## src/rtl/exc_prio_defs.svh

```systemverilog
// Constants of the exception priority encoder
`ifndef EXC_PRIO_DEFS_SVH
`define EXC_PRIO_DEFS_SVH
`define CODE_W 5
`define CODE_LOOKUP_MCHECK 5'h18
`define CODE_INTERRUPT 5'h00
`define CODE_NONE 5'h1f
`define CAUSE_W 4
`define REG_CTRL 12'h000
`define REG_STATUS 12'h004
`define REG_DEBUG 12'h008
`define REG_LAST 12'h00c
`define REG_ROOT_GRAIN 12'h010
`define REG_GUEST_GRAIN 12'h014
`define BIT_DBG_STEP 0
`define BIT_DBG_IMPR 1
`define BIT_DBG_INT 8
`define BIT_STAT_NMI 0
`define CTRL_RESET 7'h7e
`endif

```

## src/rtl/exc_prio_pkg.sv

```systemverilog
// Types of the exception priority encoder
package exc_prio_pkg;
  typedef enum logic [2:0] {
    EXC_NONE,
    EXC_RESET,
    EXC_STEP,
    EXC_DBGINT,
    EXC_IMPR,
    EXC_NMI,
    EXC_MCHECK,
    EXC_INTR
  } exc_kind_t;
endpackage

```

## src/rtl/exception_priority_encoder.sv

```systemverilog
// Core exception priority encoder with APB status registers
// Operation
// RL1 - Reset input resets the core; no particular register is written. Code reloads control and clears the rest but the debug interrupt bits.
// RL2 - Single-step ranks above everything except reset.
// RL3 - Taken single-step sets the single-step bit in debug state.
// RL4 - Debug interrupt from pin or from controller break bit.
// RL5 - Taken debug interrupt sets that virtual processor's indication bit.
// RL6 - Taken imprecise load break sets its debug indication bit.
// RL7 - Non-maskable input raises exception and sets status indication bit. Code raises it only while control bit 4 is set.
// RL8 - Root lookup machine check reports code 0x18 on root lookups.
// RL9 - Guest lookup machine check only on first-step guest lookups.
// RL10 - Machine check cause goes to root or guest granularity copy.
// RL11 - Machine check is signalled with its causing instruction.
// RL12 - Enabled root interrupt reports code 0x00, below machine check.
// RL13 - Only the highest pending exception is taken and its code kept.
// RL14 - Order: reset, step, debug interrupt, load break, NMI, check, irq.
// RL15 - All requests evaluated each cycle; one winner presented.
`timescale 1ns/1ps
`include "exc_prio_defs.svh"
module exception_priority_encoder
  import exc_prio_pkg::*;
#(
  parameter int NUM_VP = 4
) (
  // Clock and reset
  input wire logic pclk,
  input wire logic presetn,
  // APB
  input wire logic psel,
  input wire logic penable,
  input wire logic pwrite,
  input wire logic [11:0] paddr,
  input wire logic [31:0] pwdata,
  output logic [31:0] prdata,
  output logic pready,
  output logic pslverr,
  // External sources
  input wire logic sys_reset_req,
  input wire logic nmi_in,
  input wire logic debug_interrupt_request,
  input wire logic controller_break,
  input wire logic [$clog2(NUM_VP)-1:0] cur_vp,
  // Pipeline and lookup logic
  input wire logic single_step_break,
  input wire logic imprecise_load_data_break,
  input wire logic root_lookup_fault,
  input wire logic guest_lookup_fault,
  input wire logic second_step_or_root_lookup,
  input wire logic first_step_guest_lookup,
  input wire logic [`CAUSE_W-1:0] lookup_fault_cause,
  input wire logic root_interrupt,
  input wire logic root_interrupt_enabled,
  // Winner
  output logic exc_valid,
  output exc_kind_t exc_kind,
  output logic [`CODE_W-1:0] exception_code_field,
  output logic core_reset
);
  exc_kind_t kind_w;
  logic [`CODE_W-1:0] code_w;
  logic dbgint_w;
  logic root_mc_w;
  logic guest_mc_w;
  logic [NUM_VP-1:0] dbgint_bits;
  logic wr;
  logic rd;
  logic taken;
  logic step_en_w;
  logic dbgint_en_w;
  logic impr_en_w;
  logic nmi_en_w;
  logic mcheck_en_w;
  logic intr_en_w;
  logic core_reset_q;
  logic core_reset_d;

  // Register map, one word each, byte offsets from the defs header:
  //   control: bits 6:1 enable step, debug interrupt, load break,
  //     non-maskable, lookup check and interrupt; all set after reset
  //   status: bit 0 shows a taken non-maskable interrupt
  //   debug: bit 0 step, bit 1 load break, from bit 8 one debug
  //     interrupt bit per virtual processor
  //   last code: code of the latest winner other than reset
  //   root and guest grain: cause of the latest lookup check
  // Indication bits clear when written with one; a hardware set in
  // the same cycle wins over the clear. Unmapped offsets answer with
  // an error, read as zero and ignore writes.
  // Software enables for each source but reset, bit per kind
  logic [6:0] ctrl_q;
  logic [6:0] ctrl_d;
  logic step_bit_q;
  logic step_bit_d;
  logic impr_bit_q;
  logic impr_bit_d;
  logic nmi_bit_q;
  logic nmi_bit_d;
  logic [`CAUSE_W-1:0] root_grain_q;
  logic [`CAUSE_W-1:0] root_grain_d;
  logic [`CAUSE_W-1:0] guest_grain_q;
  logic [`CAUSE_W-1:0] guest_grain_d;
  logic [`CODE_W-1:0] last_code_q;
  logic [`CODE_W-1:0] last_code_d;
  logic exc_valid_q;
  logic exc_valid_d;
  exc_kind_t kind_q;
  exc_kind_t kind_d;
  logic [`CODE_W-1:0] code_q;
  logic [`CODE_W-1:0] code_d;
  logic [31:0] prdata_q;
  logic [31:0] prdata_d;
  logic pready_q;
  logic pready_d;
  logic pslverr_q;
  logic pslverr_d;

  function automatic logic mapped(input logic [11:0] a);
    mapped = (a == `REG_CTRL) || (a == `REG_STATUS) ||
      (a == `REG_DEBUG) || (a == `REG_LAST) ||
      (a == `REG_ROOT_GRAIN) || (a == `REG_GUEST_GRAIN);
  endfunction

  // Debug interrupt from the pin or the controller break bit (see RL4)
  assign dbgint_w = debug_interrupt_request | controller_break;
  // Lookup checks qualified by the lookup kind (see RL8, RL9)
  assign root_mc_w = root_lookup_fault & second_step_or_root_lookup;
  assign guest_mc_w = guest_lookup_fault & first_step_guest_lookup;

  // Software enables gate every source but reset
  assign step_en_w = single_step_break & ctrl_q[1];
  assign dbgint_en_w = dbgint_w & ctrl_q[2];
  assign impr_en_w = imprecise_load_data_break & ctrl_q[3];
  assign nmi_en_w = nmi_in & ctrl_q[4];
  assign mcheck_en_w = (root_mc_w | guest_mc_w) & ctrl_q[5];
  assign intr_en_w = root_interrupt & root_interrupt_enabled & ctrl_q[6];

  // Combinational ranking every cycle (see RL13, RL15)
  exc_rank u_rank (
    .reset_req(sys_reset_req),
    .step_req(step_en_w),
    .dbgint_req(dbgint_en_w),
    .impr_req(impr_en_w),
    .nmi_req(nmi_en_w),
    .mcheck_req(mcheck_en_w),
    .intr_req(intr_en_w),
    .kind(kind_w),
    .code(code_w)
  );

  assign wr = psel & penable & pwrite & pready_q;
  assign rd = psel & ~pwrite;
  assign taken = kind_w != EXC_NONE;

  vp_debug_bits #(
    .NUM_VP(NUM_VP)
  ) u_dbgint_bits (
    .pclk(pclk),
    .presetn(presetn),
    .set_en(kind_w == EXC_DBGINT), // see RL5
    .set_vp(cur_vp),
    .clr_en(wr && paddr == `REG_DEBUG),
    .clr_mask(pwdata[`BIT_DBG_INT +: NUM_VP]),
    .bits(dbgint_bits)
  );

  always_comb begin
    ctrl_d = ctrl_q;
    step_bit_d = step_bit_q;
    impr_bit_d = impr_bit_q;
    nmi_bit_d = nmi_bit_q;
    root_grain_d = root_grain_q;
    guest_grain_d = guest_grain_q;
    last_code_d = last_code_q;
    // Write one to clear indication bits; CTRL bit 0 unused
    if (wr) begin
      case (paddr)
        `REG_CTRL: ctrl_d = {pwdata[6:1], 1'b0};
        `REG_STATUS: begin
          if (pwdata[`BIT_STAT_NMI]) nmi_bit_d = 1'b0;
        end
        `REG_DEBUG: begin
          if (pwdata[`BIT_DBG_STEP]) step_bit_d = 1'b0;
          if (pwdata[`BIT_DBG_IMPR]) impr_bit_d = 1'b0;
        end
        default: ;
      endcase
    end
    // Hardware sets after software clears, so sets win
    case (kind_w)
      EXC_STEP: step_bit_d = 1'b1; // see RL3
      EXC_IMPR: impr_bit_d = 1'b1; // see RL6
      EXC_NMI: nmi_bit_d = 1'b1; // see RL7
      EXC_MCHECK: begin
        // Root copy for root checks, guest copy otherwise (see RL10)
        if (root_mc_w) begin
          root_grain_d = lookup_fault_cause;
        end else begin
          guest_grain_d = lookup_fault_cause;
        end
      end
      default: ;
    endcase
    // Reset itself records nothing (see RL1)
    if (taken && kind_w != EXC_RESET) begin
      last_code_d = code_w; // see RL13
    end
    // Reset exception clears indications and re-enables all sources;
    // the per-processor debug interrupt bits are kept
    if (sys_reset_req) begin
      ctrl_d = `CTRL_RESET; // see RL1
      step_bit_d = 1'b0;
      impr_bit_d = 1'b0;
      nmi_bit_d = 1'b0;
      root_grain_d = '0;
      guest_grain_d = '0;
      last_code_d = `CODE_NONE;
    end
  end

  always_ff @(posedge pclk or negedge presetn) begin
    if (!presetn) begin
      ctrl_q <= `CTRL_RESET;
      step_bit_q <= 1'b0;
      impr_bit_q <= 1'b0;
      nmi_bit_q <= 1'b0;
      root_grain_q <= '0;
      guest_grain_q <= '0;
      last_code_q <= `CODE_NONE;
    end else begin
      ctrl_q <= ctrl_d;
      step_bit_q <= step_bit_d;
      impr_bit_q <= impr_bit_d;
      nmi_bit_q <= nmi_bit_d;
      root_grain_q <= root_grain_d;
      guest_grain_q <= guest_grain_d;
      last_code_q <= last_code_d;
    end
  end

  // Winner registered one cycle later, tied to its causing cycle (see RL11)
  always_comb begin
    exc_valid_d = taken; // see RL15
    kind_d = kind_w;
    code_d = code_w;
    core_reset_d = kind_w == EXC_RESET; // see RL1
  end

  always_ff @(posedge pclk or negedge presetn) begin
    if (!presetn) begin
      exc_valid_q <= 1'b0;
      kind_q <= EXC_NONE;
      code_q <= `CODE_NONE;
      core_reset_q <= 1'b0;
    end else begin
      exc_valid_q <= exc_valid_d;
      kind_q <= kind_d;
      code_q <= code_d;
      core_reset_q <= core_reset_d;
    end
  end

  // APB slave: no wait states, pready high in the first access cycle
  always_comb begin
    pready_d = psel & ~penable;
    pslverr_d = psel & ~penable & ~mapped(paddr);
    prdata_d = prdata_q;
    if (rd && !penable) begin
      case (paddr)
        `REG_CTRL: prdata_d = {25'h0, ctrl_q};
        `REG_STATUS: prdata_d = {31'h0, nmi_bit_q};
        `REG_DEBUG: begin
          prdata_d = '0;
          prdata_d[`BIT_DBG_STEP] = step_bit_q;
          prdata_d[`BIT_DBG_IMPR] = impr_bit_q;
          prdata_d[`BIT_DBG_INT +: NUM_VP] = dbgint_bits;
        end
        `REG_LAST: prdata_d = {27'h0, last_code_q};
        `REG_ROOT_GRAIN: prdata_d = {28'h0, root_grain_q};
        `REG_GUEST_GRAIN: prdata_d = {28'h0, guest_grain_q};
        default: prdata_d = '0;
      endcase
    end
  end

  always_ff @(posedge pclk or negedge presetn) begin
    if (!presetn) begin
      prdata_q <= '0;
      pready_q <= 1'b0;
      pslverr_q <= 1'b0;
    end else begin
      prdata_q <= prdata_d;
      pready_q <= pready_d;
      pslverr_q <= pslverr_d;
    end
  end

  assign prdata = prdata_q;
  assign pready = pready_q;
  assign pslverr = pslverr_q;
  assign exc_valid = exc_valid_q;
  assign exc_kind = kind_q;
  assign exception_code_field = code_q;
  assign core_reset = core_reset_q;
endmodule

```

## src/rtl/exc_rank.sv

```systemverilog
// Fixed-priority selection of one pending exception
`timescale 1ns/1ps
`include "exc_prio_defs.svh"
module exc_rank
  import exc_prio_pkg::*;
(
  // Pending conditions
  input wire logic reset_req,
  input wire logic step_req,
  input wire logic dbgint_req,
  input wire logic impr_req,
  input wire logic nmi_req,
  input wire logic mcheck_req,
  input wire logic intr_req,
  // Winner
  output exc_kind_t kind,
  output logic [`CODE_W-1:0] code
);
  always_comb begin
    // Highest first; step above all but reset (see RL2, RL14)
    if (reset_req) begin
      kind = EXC_RESET;
    end else if (step_req) begin
      kind = EXC_STEP;
    end else if (dbgint_req) begin
      kind = EXC_DBGINT;
    end else if (impr_req) begin
      kind = EXC_IMPR;
    end else if (nmi_req) begin
      kind = EXC_NMI;
    end else if (mcheck_req) begin
      kind = EXC_MCHECK;
    end else if (intr_req) begin
      kind = EXC_INTR;
    end else begin
      kind = EXC_NONE;
    end
  end

  always_comb begin
    case (kind)
      EXC_MCHECK: code = `CODE_LOOKUP_MCHECK; // see RL8
      EXC_INTR: code = `CODE_INTERRUPT; // see RL12
      default: code = `CODE_NONE;
    endcase
  end
endmodule

```

## src/rtl/vp_debug_bits.sv

```systemverilog
// Per virtual processor debug interrupt indication bits
`timescale 1ns/1ps
`include "exc_prio_defs.svh"
module vp_debug_bits #(
  parameter int NUM_VP = 4
) (
  // Clock and reset
  input wire logic pclk,
  input wire logic presetn,
  // Control
  input wire logic set_en,
  input wire logic [$clog2(NUM_VP)-1:0] set_vp,
  input wire logic clr_en,
  input wire logic [NUM_VP-1:0] clr_mask,
  // State
  output logic [NUM_VP-1:0] bits
);
  logic [NUM_VP-1:0] bits_q;
  logic [NUM_VP-1:0] bits_d;

  always_comb begin
    bits_d = bits_q;
    if (clr_en) begin
      bits_d = bits_q & ~clr_mask;
    end
    // One bit per virtual processor; set wins over clear (see RL5)
    if (set_en) begin
      bits_d[set_vp] = 1'b1;
    end
  end

  always_ff @(posedge pclk or negedge presetn) begin
    if (!presetn) begin
      bits_q <= '0;
    end else begin
      bits_q <= bits_d;
    end
  end

  assign bits = bits_q;
endmodule

```

## config.mk

```make
export PLATFORM = sky130hd
export DESIGN_NAME = exception_priority_encoder
export DESIGN_NICKNAME = d
export VERILOG_FILES = /design/src/rtl/exc_prio_pkg.sv /design/src/rtl/exception_priority_encoder.sv /design/src/rtl/exc_rank.sv /design/src/rtl/vp_debug_bits.sv
export VERILOG_INCLUDE_DIRS = /design/src /design/src/rtl
export SDC_FILE = /design/constraint.sdc
export NUM_CORES = 1
export LEC_CHECK = 0
export ABC_AREA = 0
export CORE_ASPECT_RATIO = 0.7
export CORE_MARGIN = 4
export CORE_UTILIZATION = 45
export DETAILED_ROUTE_END_ITERATION = 10
export DONT_BUFFER_PORTS = 1
export HOLD_SLACK_MARGIN = 0.02
export PLACE_DENSITY_LB_ADDON = 0.08
export SYNTH_ARGS = -nofsm -noshare
export SYNTH_HDL_FRONTEND = slang
export SYNTH_SLANG_ARGS = --single-unit
```

## constraint.sdc

```tcl
create_clock -name pclk -period 1.6 [get_ports pclk]
set_input_delay 0.16 -clock pclk [delete_from_list [all_inputs] [get_ports pclk]]
set_output_delay 0.16 -clock pclk [all_outputs]
set_load 0.01 [all_outputs]
```

== After elaboration in Yosys (flattened, before gate mapping) ==
Index checks and enable logic that the tools add are counted.

* Flip-flop bits (word level): 71
* Output and inout port bits: 44

* Order comparisons: 2
* Equality and inequality tests: 14
* Multiplexer cells: 38
* Bitwise logic cells: 23
* Reductions and logical operators: 32

{| class="wikitable"
|+ Operators with widths
! operator !! count
|-
| 12-bit case mux with 6 select lines || 1
|-
| 4-bit 2-to-1 mux || 8
|-
| 3-bit nonzero test || 10
|-
| 12-bit by 4-bit equality test with 1-bit output, second input constant || 2
|-
| 12-bit by 5-bit equality test with 1-bit output, second input constant || 2
|-
| 3-bit 2-to-1 mux || 7
|-
| 7-bit 2-to-1 mux || 3
|-
| 1-bit AND || 15
|-
| 1-bit 2-to-1 mux || 15
|-
| 12-bit by 3-bit equality test with 1-bit output, second input constant || 1
|-
| 3-bit equality test, second input constant || 4
|-
| 12-bit zero test || 1
|-
| 5-bit 2-to-1 mux || 2
|-
| 5-bit case mux with 2 select lines || 1
|-
| 2-bit nonzero test || 5
|-
| 3-bit AND reduction || 3
|-
| 3-bit by 2-bit equality test with 1-bit output, second input constant || 2
|-
| 2-bit AND reduction || 3
|-
| 1-bit logical OR || 5
|-
| 4-bit AND || 1
|-
| 1-bit logical AND || 4
|-
| 4-bit NOT || 1
|-
| 4-bit OR || 1
|-
| 3-bit by 1-bit equality test with 1-bit output, second input constant || 1
|-
| other kinds (8) || 11
|}

== Longest topological paths before layout ==
Gate-level depths: netlist of run 1.

* Depth after elaboration: 13
* Mapped depth: 6

== Hierarchy ==
A second synthesis of run 1 with hierarchy kept.

* Cell total of the unflattened synthesis: 258
* Area, all modules: 2,486.1 sq um

{| class="wikitable"
|+ By module, submodules not included
! module !! instances !! cells an instance !! area an instance (sq um) !! seq. area each (sq um)
|-
| exception_priority_encoder || 1 || 225 || 2,218.4 || 1,146.1
|-
| vp_debug_bits || 1 || 15 || 163.9 || 100.1
|-
| exc_rank || 1 || 18 || 103.8 || 0.0
|}

== Worst setup path after synthesis of run 1 ==
OpenSTA, ideal clock, no wires.

* Path kind: register -> register
* Start: register ctrl_q[3]
* End: register last_code_q[3]
* Arrival: 1.570 ns
* Required time: 1.522 ns
* Path slack: -0.049 ns
* Cell stages (with the launch flop): 5
* Buffers on the path: 0
* Clock period less this slack: 1.649 ns
* Cells stage by stage: dfstp_2 > a22oi_1 > a32o_2 > or4_1 > a31o_1

* Word-level cells in the longest chain between the ends: 9

{| class="wikitable"
|+ RTL lines
! item !! line !! text
|-
| from (decl) || exception_priority_encoder.sv:89 || <nowiki>logic [6:0] ctrl_q;</nowiki>
|-
| from (signal assigned) || exception_priority_encoder.sv:221 || <nowiki>ctrl_q <= `CTRL_RESET;</nowiki>
|-
| from (signal assigned) || exception_priority_encoder.sv:229 || <nowiki>ctrl_q <= ctrl_d;</nowiki>
|-
| 1-bit AND (*) || exception_priority_encoder.sv:131 || <nowiki>assign impr_en_w = imprecise_load_data_break & ctrl_q[3];</nowiki>
|-
| 3-bit 2-to-1 mux (*) || exc_rank.sv:27 || <nowiki>end else if (impr_req) begin</nowiki>
|-
| 3-bit 2-to-1 mux (*) || exc_rank.sv:25 || <nowiki>end else if (dbgint_req) begin</nowiki>
|-
| 3-bit 2-to-1 mux (*) || exc_rank.sv:23 || <nowiki>end else if (step_req) begin</nowiki>
|-
| 3-bit 2-to-1 mux (*) || exc_rank.sv:21 || <nowiki>if (reset_req) begin</nowiki>
|-
| 3-bit equality test || exc_rank.sv:41 || <nowiki>case (kind)</nowiki>
|-
| 5-bit case mux with 2 select lines || exc_rank.sv:41 ||
|-
| 5-bit 2-to-1 mux || exception_priority_encoder.sv:203 || <nowiki>if (taken && kind_w != EXC_RESET) begin</nowiki>
|-
| 5-bit 2-to-1 mux || exception_priority_encoder.sv:208 || <nowiki>if (sys_reset_req) begin</nowiki>
|-
| to (signal assigned) || exception_priority_encoder.sv:227 || <nowiki>last_code_q <= `CODE_NONE;</nowiki>
|-
| to (signal assigned) || exception_priority_encoder.sv:235 || <nowiki>last_code_q <= last_code_d;</nowiki>
|-
| to (decl) || exception_priority_encoder.sv:101 || <nowiki>logic [`CODE_W-1:0] last_code_q;</nowiki>
|}

Every way passes the cells marked *; elsewhere a longest branch is shown, timed or not. The select of a mux whose other input is x is not followed.
A chain may end at the register's enable or synchronous reset.

== Worst setup path after layout of run 1 ==
Same ends and word-level chain as after synthesis.

==> results of run 1 <==
## final timing paths
path | start | end | slack, ns | cells past startpoint
worst max-delay path | ctrl_q[3]$_DFFE_PN1P_ | last_code_q[3]$_DFFE_PN1P_ | -0.02 | 4
min in group asynchronous | presetn | nmi_bit_q$_DFFE_PN0P_ | 0.33 | 2
worst min-delay path | paddr[3] | pslverr$_DFF_PN0_ | 0.03 | 2
worst max register to register | ctrl_q[3]$_DFFE_PN1P_ | last_code_q[3]$_DFFE_PN1P_ | -0.02 | 4
worst min register to register | u_dbgint_bits.bits[2]$_DFF_PN0_ | prdata[10]$_DFFE_PN0P_ | 0.50 | 1
max in group asynchronous | presetn | ctrl_q[5]$_DFFE_PN1P_ | 1.01 | 2
## kinds of logic after synthesis
group / count (synthesis) / synth area share
other: 1 / 0.00162
DFF: 43 / 0.470
AOI/OAI and AO/OA: 67 / 0.192
and+or+nand+nor: 93 / 0.202
muxes: 6 / 0.0264
buffers and inverters: 41 / 0.108
## metrics by stage
stage	util	TNS [ns]	hold WS (ns)	setup WS [ns]	power (mW)
after detailed placement	0.490	-0.692	-0.134	-0.110	1.35
after global routing	0.554	-0.679	0.0385	-0.0983	2.23
after floorplan	-	-0.0485	-0.136	-0.0485	1.33
after global placement	0.490	-0.214	-0.134	-0.0519	1.35
after CTS	0.550	-0.00454	0.0211	-0.00454	2.13
final	0.554	-0.0362	0.0309	-0.0183	2.13
## registers in the layout, summed over array words and instances (netlist names)
signal,count
core_reset,1
ctrl_q,6
exc_kind,3
exc_valid,1
exception_code_field,2
guest_grain_q,4
impr_bit_q,1
last_code_q,2
nmi_bit_q,1
prdata,11
pready,1
pslverr,1
root_grain_q,4
step_bit_q,1
u_dbgint_bits.bits,4
## critical path, delay by kind of cell (launching register included)
kind	cells	cell delay [ns]
AOI/OAI and AO/OA	3	0.57
DFF	1	0.57
and+or+nand+nor	1	0.41
## report_power, final
part / total, mW / leakage, nW / internal [mW] / switching [mW]
registers: 1.13 / 0.530 / 1.11 / 0.0200
logic: 0.275 / 0.583 / 0.109 / 0.166
clock network: 0.725 / 0.0443 / 0.312 / 0.413
total: 2.13 / 1.16 / 1.54 / 0.599
## cell type report
cell class	count	area, um2	share of cell area
clock buffers	5	68.8	0.0254
clock inverters	3	25.0	0.00925
inverters	6	22.5	0.00833
multi-input cells	188	1100	0.407
flip-flops and latches	43	1090	0.402
well taps	69	86.3	0.0319
repair buffers	35	314	0.116
## cell usage after synthesis, drive strengths merged (2+ instances only)
cell,count
o311ai,8
inv,5
nand2b,2
a22o,6
and4,2
a211oi,2
dfstp,10
mux2i,5
a21oi,8
a32o,2
nand4,13
clkbuf,7
o21ai,25
nand3,21
nor2,12
o31ai,2
nor3,3
buf,28
dfrtp,33
and3,5
o2bb2ai,2
nand2,30
a22oi,6
a31oi,2
## per-layer routing
metal | wire length (um) | global-route usage | vias to the layer above
met4 | 61 | 0.0703 | 0
met1 | 3000 | 0.303 | 983
met5 | 0 | 0 | -
met2 | 2720 | 0.302 | 87
li1 | - | - | 936
met3 | 661 | 0.0692 | 5
## timing repair
action / CTS / global route
hold buffers: 15 / 0
hold endpoints to repair: 62 / 0
gates cloned: 1 / 0
pin swaps: 4 / 2
gates resized for setup: 8 / 10
setup buffers: 1 / 0
endpoints found under the setup margin: 10 / 17
==> out/results.ini, run 1 <==
[outcome]
status=complete, but fails checks
violations=negative setup slack

[global_routing]
grt_overflow_total=0
grt_pass1_wl_um=10200
antenna_found_initial=0
grt_max_degree=44
grt_pass1_vias=1933
grt_usage=0.212

[power_and_ir_drop]
p_leak_nw=1.16
ir_drop_mv=0.315
p_per_area_mw_per_mm2=789

[finish]
final_cell_mix=33 x dfrtp_1, 30 x nand2_1, 22 x o21ai_0
nFillCells=469
final_area_mm2=0.00271
syn_to_final_growth_pct=16.7
layout-drive-gt1-share=0.182
fin_nets=346
final_common_cell=dfrtp_1
finalNonFillerCells=349
antennaDiodeCount=0

[routing]
dr.pass1.iters=4
antenna_left=0
drc=0
drt-total-wl_um=6440
via_count=2011
drtIter0Drc=128
viasPerCell=5.76
drt-wirelength-per-cell_um=18.5

[yosys]
syn-instance-count=251
synth_area_leader_cell=dfrtp_1
avgSynthCellArea_um2=9.24
yosysSeqAreaShare=0.470
synth_top_area_share=0.356
synth_seq_cells=43
yosysUniqueCellTypes=38
synth_top_flop_cell=dfrtp_1
yosysWarnings=0
synthArstFlopShare=1.00
syn_area_mm2=0.00232
ys_top_cells_by_area=dfrtp_1 36%, dfstp_2 11%, buf_4 8.1%, o21ai_0 5.4%, nand2_1 4.9%
synth_edf_count=0

[clock_tree]
cts.sinks=43
cts_tree=built
clk_pin_slew_ns=0.09
cts_root_buf=clkbuf_8
clockBufferDepth=2
htreeDepth=2
cts_buffers=5
worstSkewPairLatency_ns=0.30

[place]
dp.cells=324
dp_hpwl_um=4570
placed_cell_area_mm2=0.00239
place.gp.congestion=0.786
portBuffers=0

[worst_setup_path]
crit_chain=a22oi_2 -> a32o_2 -> or4_1 -> a31o_1
cp_data_arrival_time_ns=1.86
critPathLaunchType=register
cp_slowest_cell=dfstp_2
slowest_delay_ns=0.57
cp_data_required_time_ns=1.84
path_max_fanout=4
endpoint_kind=register
critPathKind=register to register

[timing]
finalHoldViolCount=0
setup_ws_ns=-0.0183
fin_worst_skew_ns=0.00806
relSlewSlack=0.660
rsz0062_at_grt=yes
worst_pin_slew_ns=0.506
fin_crit_ns=1.62
setup_viol=2
fin_crit_sh=1.01
clock.fmax_mhz=618
drv_slew=0

[floorplan]
rows=21
die_w_um=93.8
start_util=0.474
fp.dieH_um=68.1
io_pins=111
core_region_area_mm2=0.00489
dieArea_mm2=0.00638

[hold_path]
hold_class=input port to register

[job]
drv_cap=0

(Power assumes the default switching activity.)
==> inputs of run 2 (changes only) <==
ABC_AREA = 1   (was 0)
==> run 2 against run 1 <==
The flow now finishes without violations. Synthesized cell count grew 14%. Final cell count up 9.2%. Non-clock buffer count decreased by 9. Clock power fell by 4.1%. Die area grew 1.7%. Sequential share of layout area fell by 0.26 points. Sequential cell count did not move. Clock-buffer cell count is the same. Hold slack about the same. Register-to-register slack better by 0.04 ns. Clock skew barely moved. Critical path type unchanged. Largest power group unchanged. Highest routed layer unchanged.
==> out/results.ini, run 2 <==
[worst_setup_path]
crit_family=flip-flops  ; was compound AO/OA/AOI/OAI gates
slowest_delay_ns=0.54  ; was 0.57 ns
critPathLaunchType=register  ; unchanged
cp_data_required_time_ns=1.80  ; was 1.84 ns
crit_chain=inv_2 -> nor2_4 -> a21oi_4 -> nand2_2 -> nor2_4 -> buf_4 -> buf_4 -> buf_4 -> a22o_1  ; was a22oi_2 -> a32o_2 -> or4_1 -> a31o_1
path_common_cell=buf_4
cp_slowest_cell=dfstp_2  ; unchanged
path_max_fanout=3  ; was 4
cp_data_arrival_time_ns=1.78  ; was 1.86 ns
endpoint_kind=register  ; unchanged
critPathKind=register to register  ; unchanged
worst-path-buf-inv=4  ; was 0

[timing]
setup_ws_ns=0.0207  ; was -0.0183 ns
fin_crit_ns=1.58  ; was 1.62 ns
rsz0062_at_grt=yes  ; unchanged
clock.fmax_mhz=633  ; was 618 MHz
finalHoldViolCount=0  ; unchanged
fin_crit_sh=0.987  ; was 1.01
hold_ws_ns=0.0311  ; was 0.0309 ns
drv_slew=0  ; unchanged
setup_viol=0  ; was 2
fin_worst_skew_ns=0.00804  ; was 0.00806 ns

[power_and_ir_drop]
ir_drop_mv=0.293  ; was 0.315 mV
p_leak_nw=1.32  ; was 1.16 nW
finalPower_mw=2.22  ; was 2.13 mW
p_per_area_mw_per_mm2=814  ; was 789 mW/mm2

[routing]
drt-total-wl_um=5350  ; was 6440 um
drtIter0Drc=108  ; was 128
viasPerCell=4.83  ; was 5.76
dr.pass1.iters=4  ; unchanged
via_count=1841  ; was 2011
antenna_left=0  ; unchanged
drc=0  ; unchanged
drt-wirelength-per-cell_um=14.0  ; was 18.5 um

[yosys]
yosysUniqueCellTypes=33  ; was 38
ys_top_cells_by_area=dfrtp_1 35%, nand2_1 13%, dfstp_2 11%, buf_4 7.6%, nand3_1 6.4%  ; was dfrtp_1 36%, dfstp_2 11%, buf_4 8.1%, o21ai_0 5.4%, nand2_1 4.9%
synthArstFlopShare=1.00  ; unchanged
syn_area_mm2=0.00236  ; was 0.00232 mm2
synth_edf_count=0  ; unchanged
synth_most_common_cell=nand2_1  ; was dfrtp_1
yosysSeqAreaShare=0.461  ; was 0.470
synth_area_leader_cell=dfrtp_1  ; unchanged
yosysWarnings=0  ; unchanged
avgSynthCellArea_um2=8.29  ; was 9.24 um2
synth_top_flop_cell=dfrtp_1  ; unchanged
syn-instance-count=285  ; was 251
synth_common_cells=80 x nand2_1, 33 x dfrtp_1, 30 x nand3_1  ; was 33 x dfrtp_1, 30 x nand2_1, 25 x buf_4, 25 x o21ai_0, 21 x nand3_1
synth_seq_cells=43  ; unchanged
synth_top_area_share=0.349  ; was 0.356

[hold_path]
hold_class=input port to register  ; unchanged

[place]
dp.cells=357  ; was 324
place.gp.congestion=0.747  ; was 0.786
dp_hpwl_um=3910  ; was 4570 um
portBuffers=0  ; unchanged
dp_slack_ns=-0.0235  ; was -0.110 ns

[finish]
finalNonFillerCells=381  ; was 349
syn_to_final_growth_pct=15.2  ; was 16.7%
layout-drive-gt1-share=0.247  ; was 0.182
antennaDiodeCount=0  ; unchanged
final_cell_mix=72 x nand2_1, 33 x dfrtp_1, 29 x nand3_1  ; was 33 x dfrtp_1, 30 x nand2_1, 22 x o21ai_0
nFillCells=475  ; was 469
final_common_cell=nand2_1  ; was dfrtp_1
largest_reg_flops=11  ; unchanged
fin_nets=378  ; was 346

[global_routing]
grt_pass1_wl_um=8380  ; was 10200 um
grt_overflow_total=0  ; unchanged
grt_pass1_vias=1691  ; was 1933
grt_usage=0.173  ; was 0.212
antenna_found_initial=0  ; unchanged
grt_max_degree=44  ; unchanged

[job]
drv_cap=0  ; unchanged

[floorplan]
start_util=0.478  ; was 0.474
core_region_area_mm2=0.00494  ; was 0.00489 mm2
rows=21  ; unchanged
dieArea_mm2=0.00649  ; was 0.00638 mm2
io_pins=111  ; unchanged
die_w_um=94.6  ; was 93.8 um
fp.dieH_um=68.6  ; was 68.1 um

[clock_tree]
htreeDepth=2  ; unchanged
cts_root_buf=clkbuf_8  ; unchanged
cts_tree=built  ; unchanged
cts.sinks=43  ; unchanged
clk_pin_slew_ns=0.09  ; about the same
worstSkewPairLatency_ns=0.30  ; about the same
clockBufferDepth=2  ; unchanged
cts_buffers=5  ; unchanged

[outcome]
status=finished clean  ; was complete, but fails checks

[run 2: changes by cell type after synthesis, sizes merged, moves of 6 or more]
cell and change:
a22oi -6, inv +18, nand2 +65, nand3 +9
nand4 -12, nor2 +9, o21ai -6, o311ai -7
[run 2: final cells by class]
class	count	area (um2)	area share
multi-input cells	211	1130	0.414
inverters	24	92.6	0.0340
clock buffers	5	68.8	0.0253
well taps	69	86.3	0.0317
clock inverters	3	20.0	0.00735
flip-flops and latches	43	1090	0.400
repair buffers	26	240	0.0882
[run 2: kinds of logic (layout without fill, tap and decap cells)]
family                 Yosys count  in the layout  synth area share
other                            1             21           0.00159
buffers and inverters           51             58             0.120
AOI/OAI and AO/OA               30             30            0.0799
DFF                             43             43             0.461
and+or+nand+nor                160            160             0.338
[run 2: tightest hold or removal path, cell delays in order]
cell     delay, ns
inv_1         0.03
nand2_1       0.05
o21ai_1       0.06
[run 2: what timing repair did]
item	4_1_cts	5_1_grt
endpoints found under the setup margin	9	16
hold buffers	14	0
buffers inserted	1	1
pin swaps	4	10
resized for setup	1	18
hold endpoints to repair	55	0
[run 2: power breakdown]
group	internal, mW	leakage [nW]	total, mW	switching [mW]
Combinational	0.121	0.745	0.320	0.199
Sequential	1.16	0.536	1.20	0.0425
Clock	0.304	0.0402	0.695	0.391
Total	1.58	1.32	2.22	0.633
[run 2: path summary, 6_finish.rpt]
check	from	endpoint	slack [ns]	depth (start not counted)
worst max-delay path	ctrl_q[2]$_DFFE_PN1P_	impr_bit_q$_DFFE_PN0P_	0.02	9
worst min-delay path	cur_vp[1]	u_dbgint_bits.bits[1]$_DFF_PN0_	0.03	3
worst max register to register	ctrl_q[2]$_DFFE_PN1P_	impr_bit_q$_DFFE_PN0P_	0.02	9
worst min register to register	guest_grain_q[3]$_DFFE_PN0P_	guest_grain_q[3]$_DFFE_PN0P_	0.48	2
max in group asynchronous	presetn	ctrl_q[4]$_DFFE_PN1P_	1.03	2
min in group asynchronous	presetn	exc_kind[1]$_DFF_PN0_	0.31	2
[run 2: routing by layer]
| metal | track usage | vias to the layer above | share of wire |
|---|---|---|---|
| met5 | 0 | - | 0 |
| met2 | 0.238 | 60 | 0.41 |
| met4 | 0.0647 | 0 | 0.014 |
| met1 | 0.259 | 851 | 0.51 |
| met3 | 0.0423 | 7 | 0.070 |
| li1 | - | 923 | - |
[run 2: stage by stage]
| stage | cell area, um2 | TNS, ns | utilization |
|---|---|---|---|
| floorplan | 2440 | 0 | - |
| global placement | 2410 | -0.172 | 0.487 |
| detailed placement | 2410 | -0.132 | 0.487 |
| CTS | 2660 | 0 | 0.538 |
| global route | 2720 | -0.364 | 0.551 |
| finish | 2720 | 0 | 0.551 |
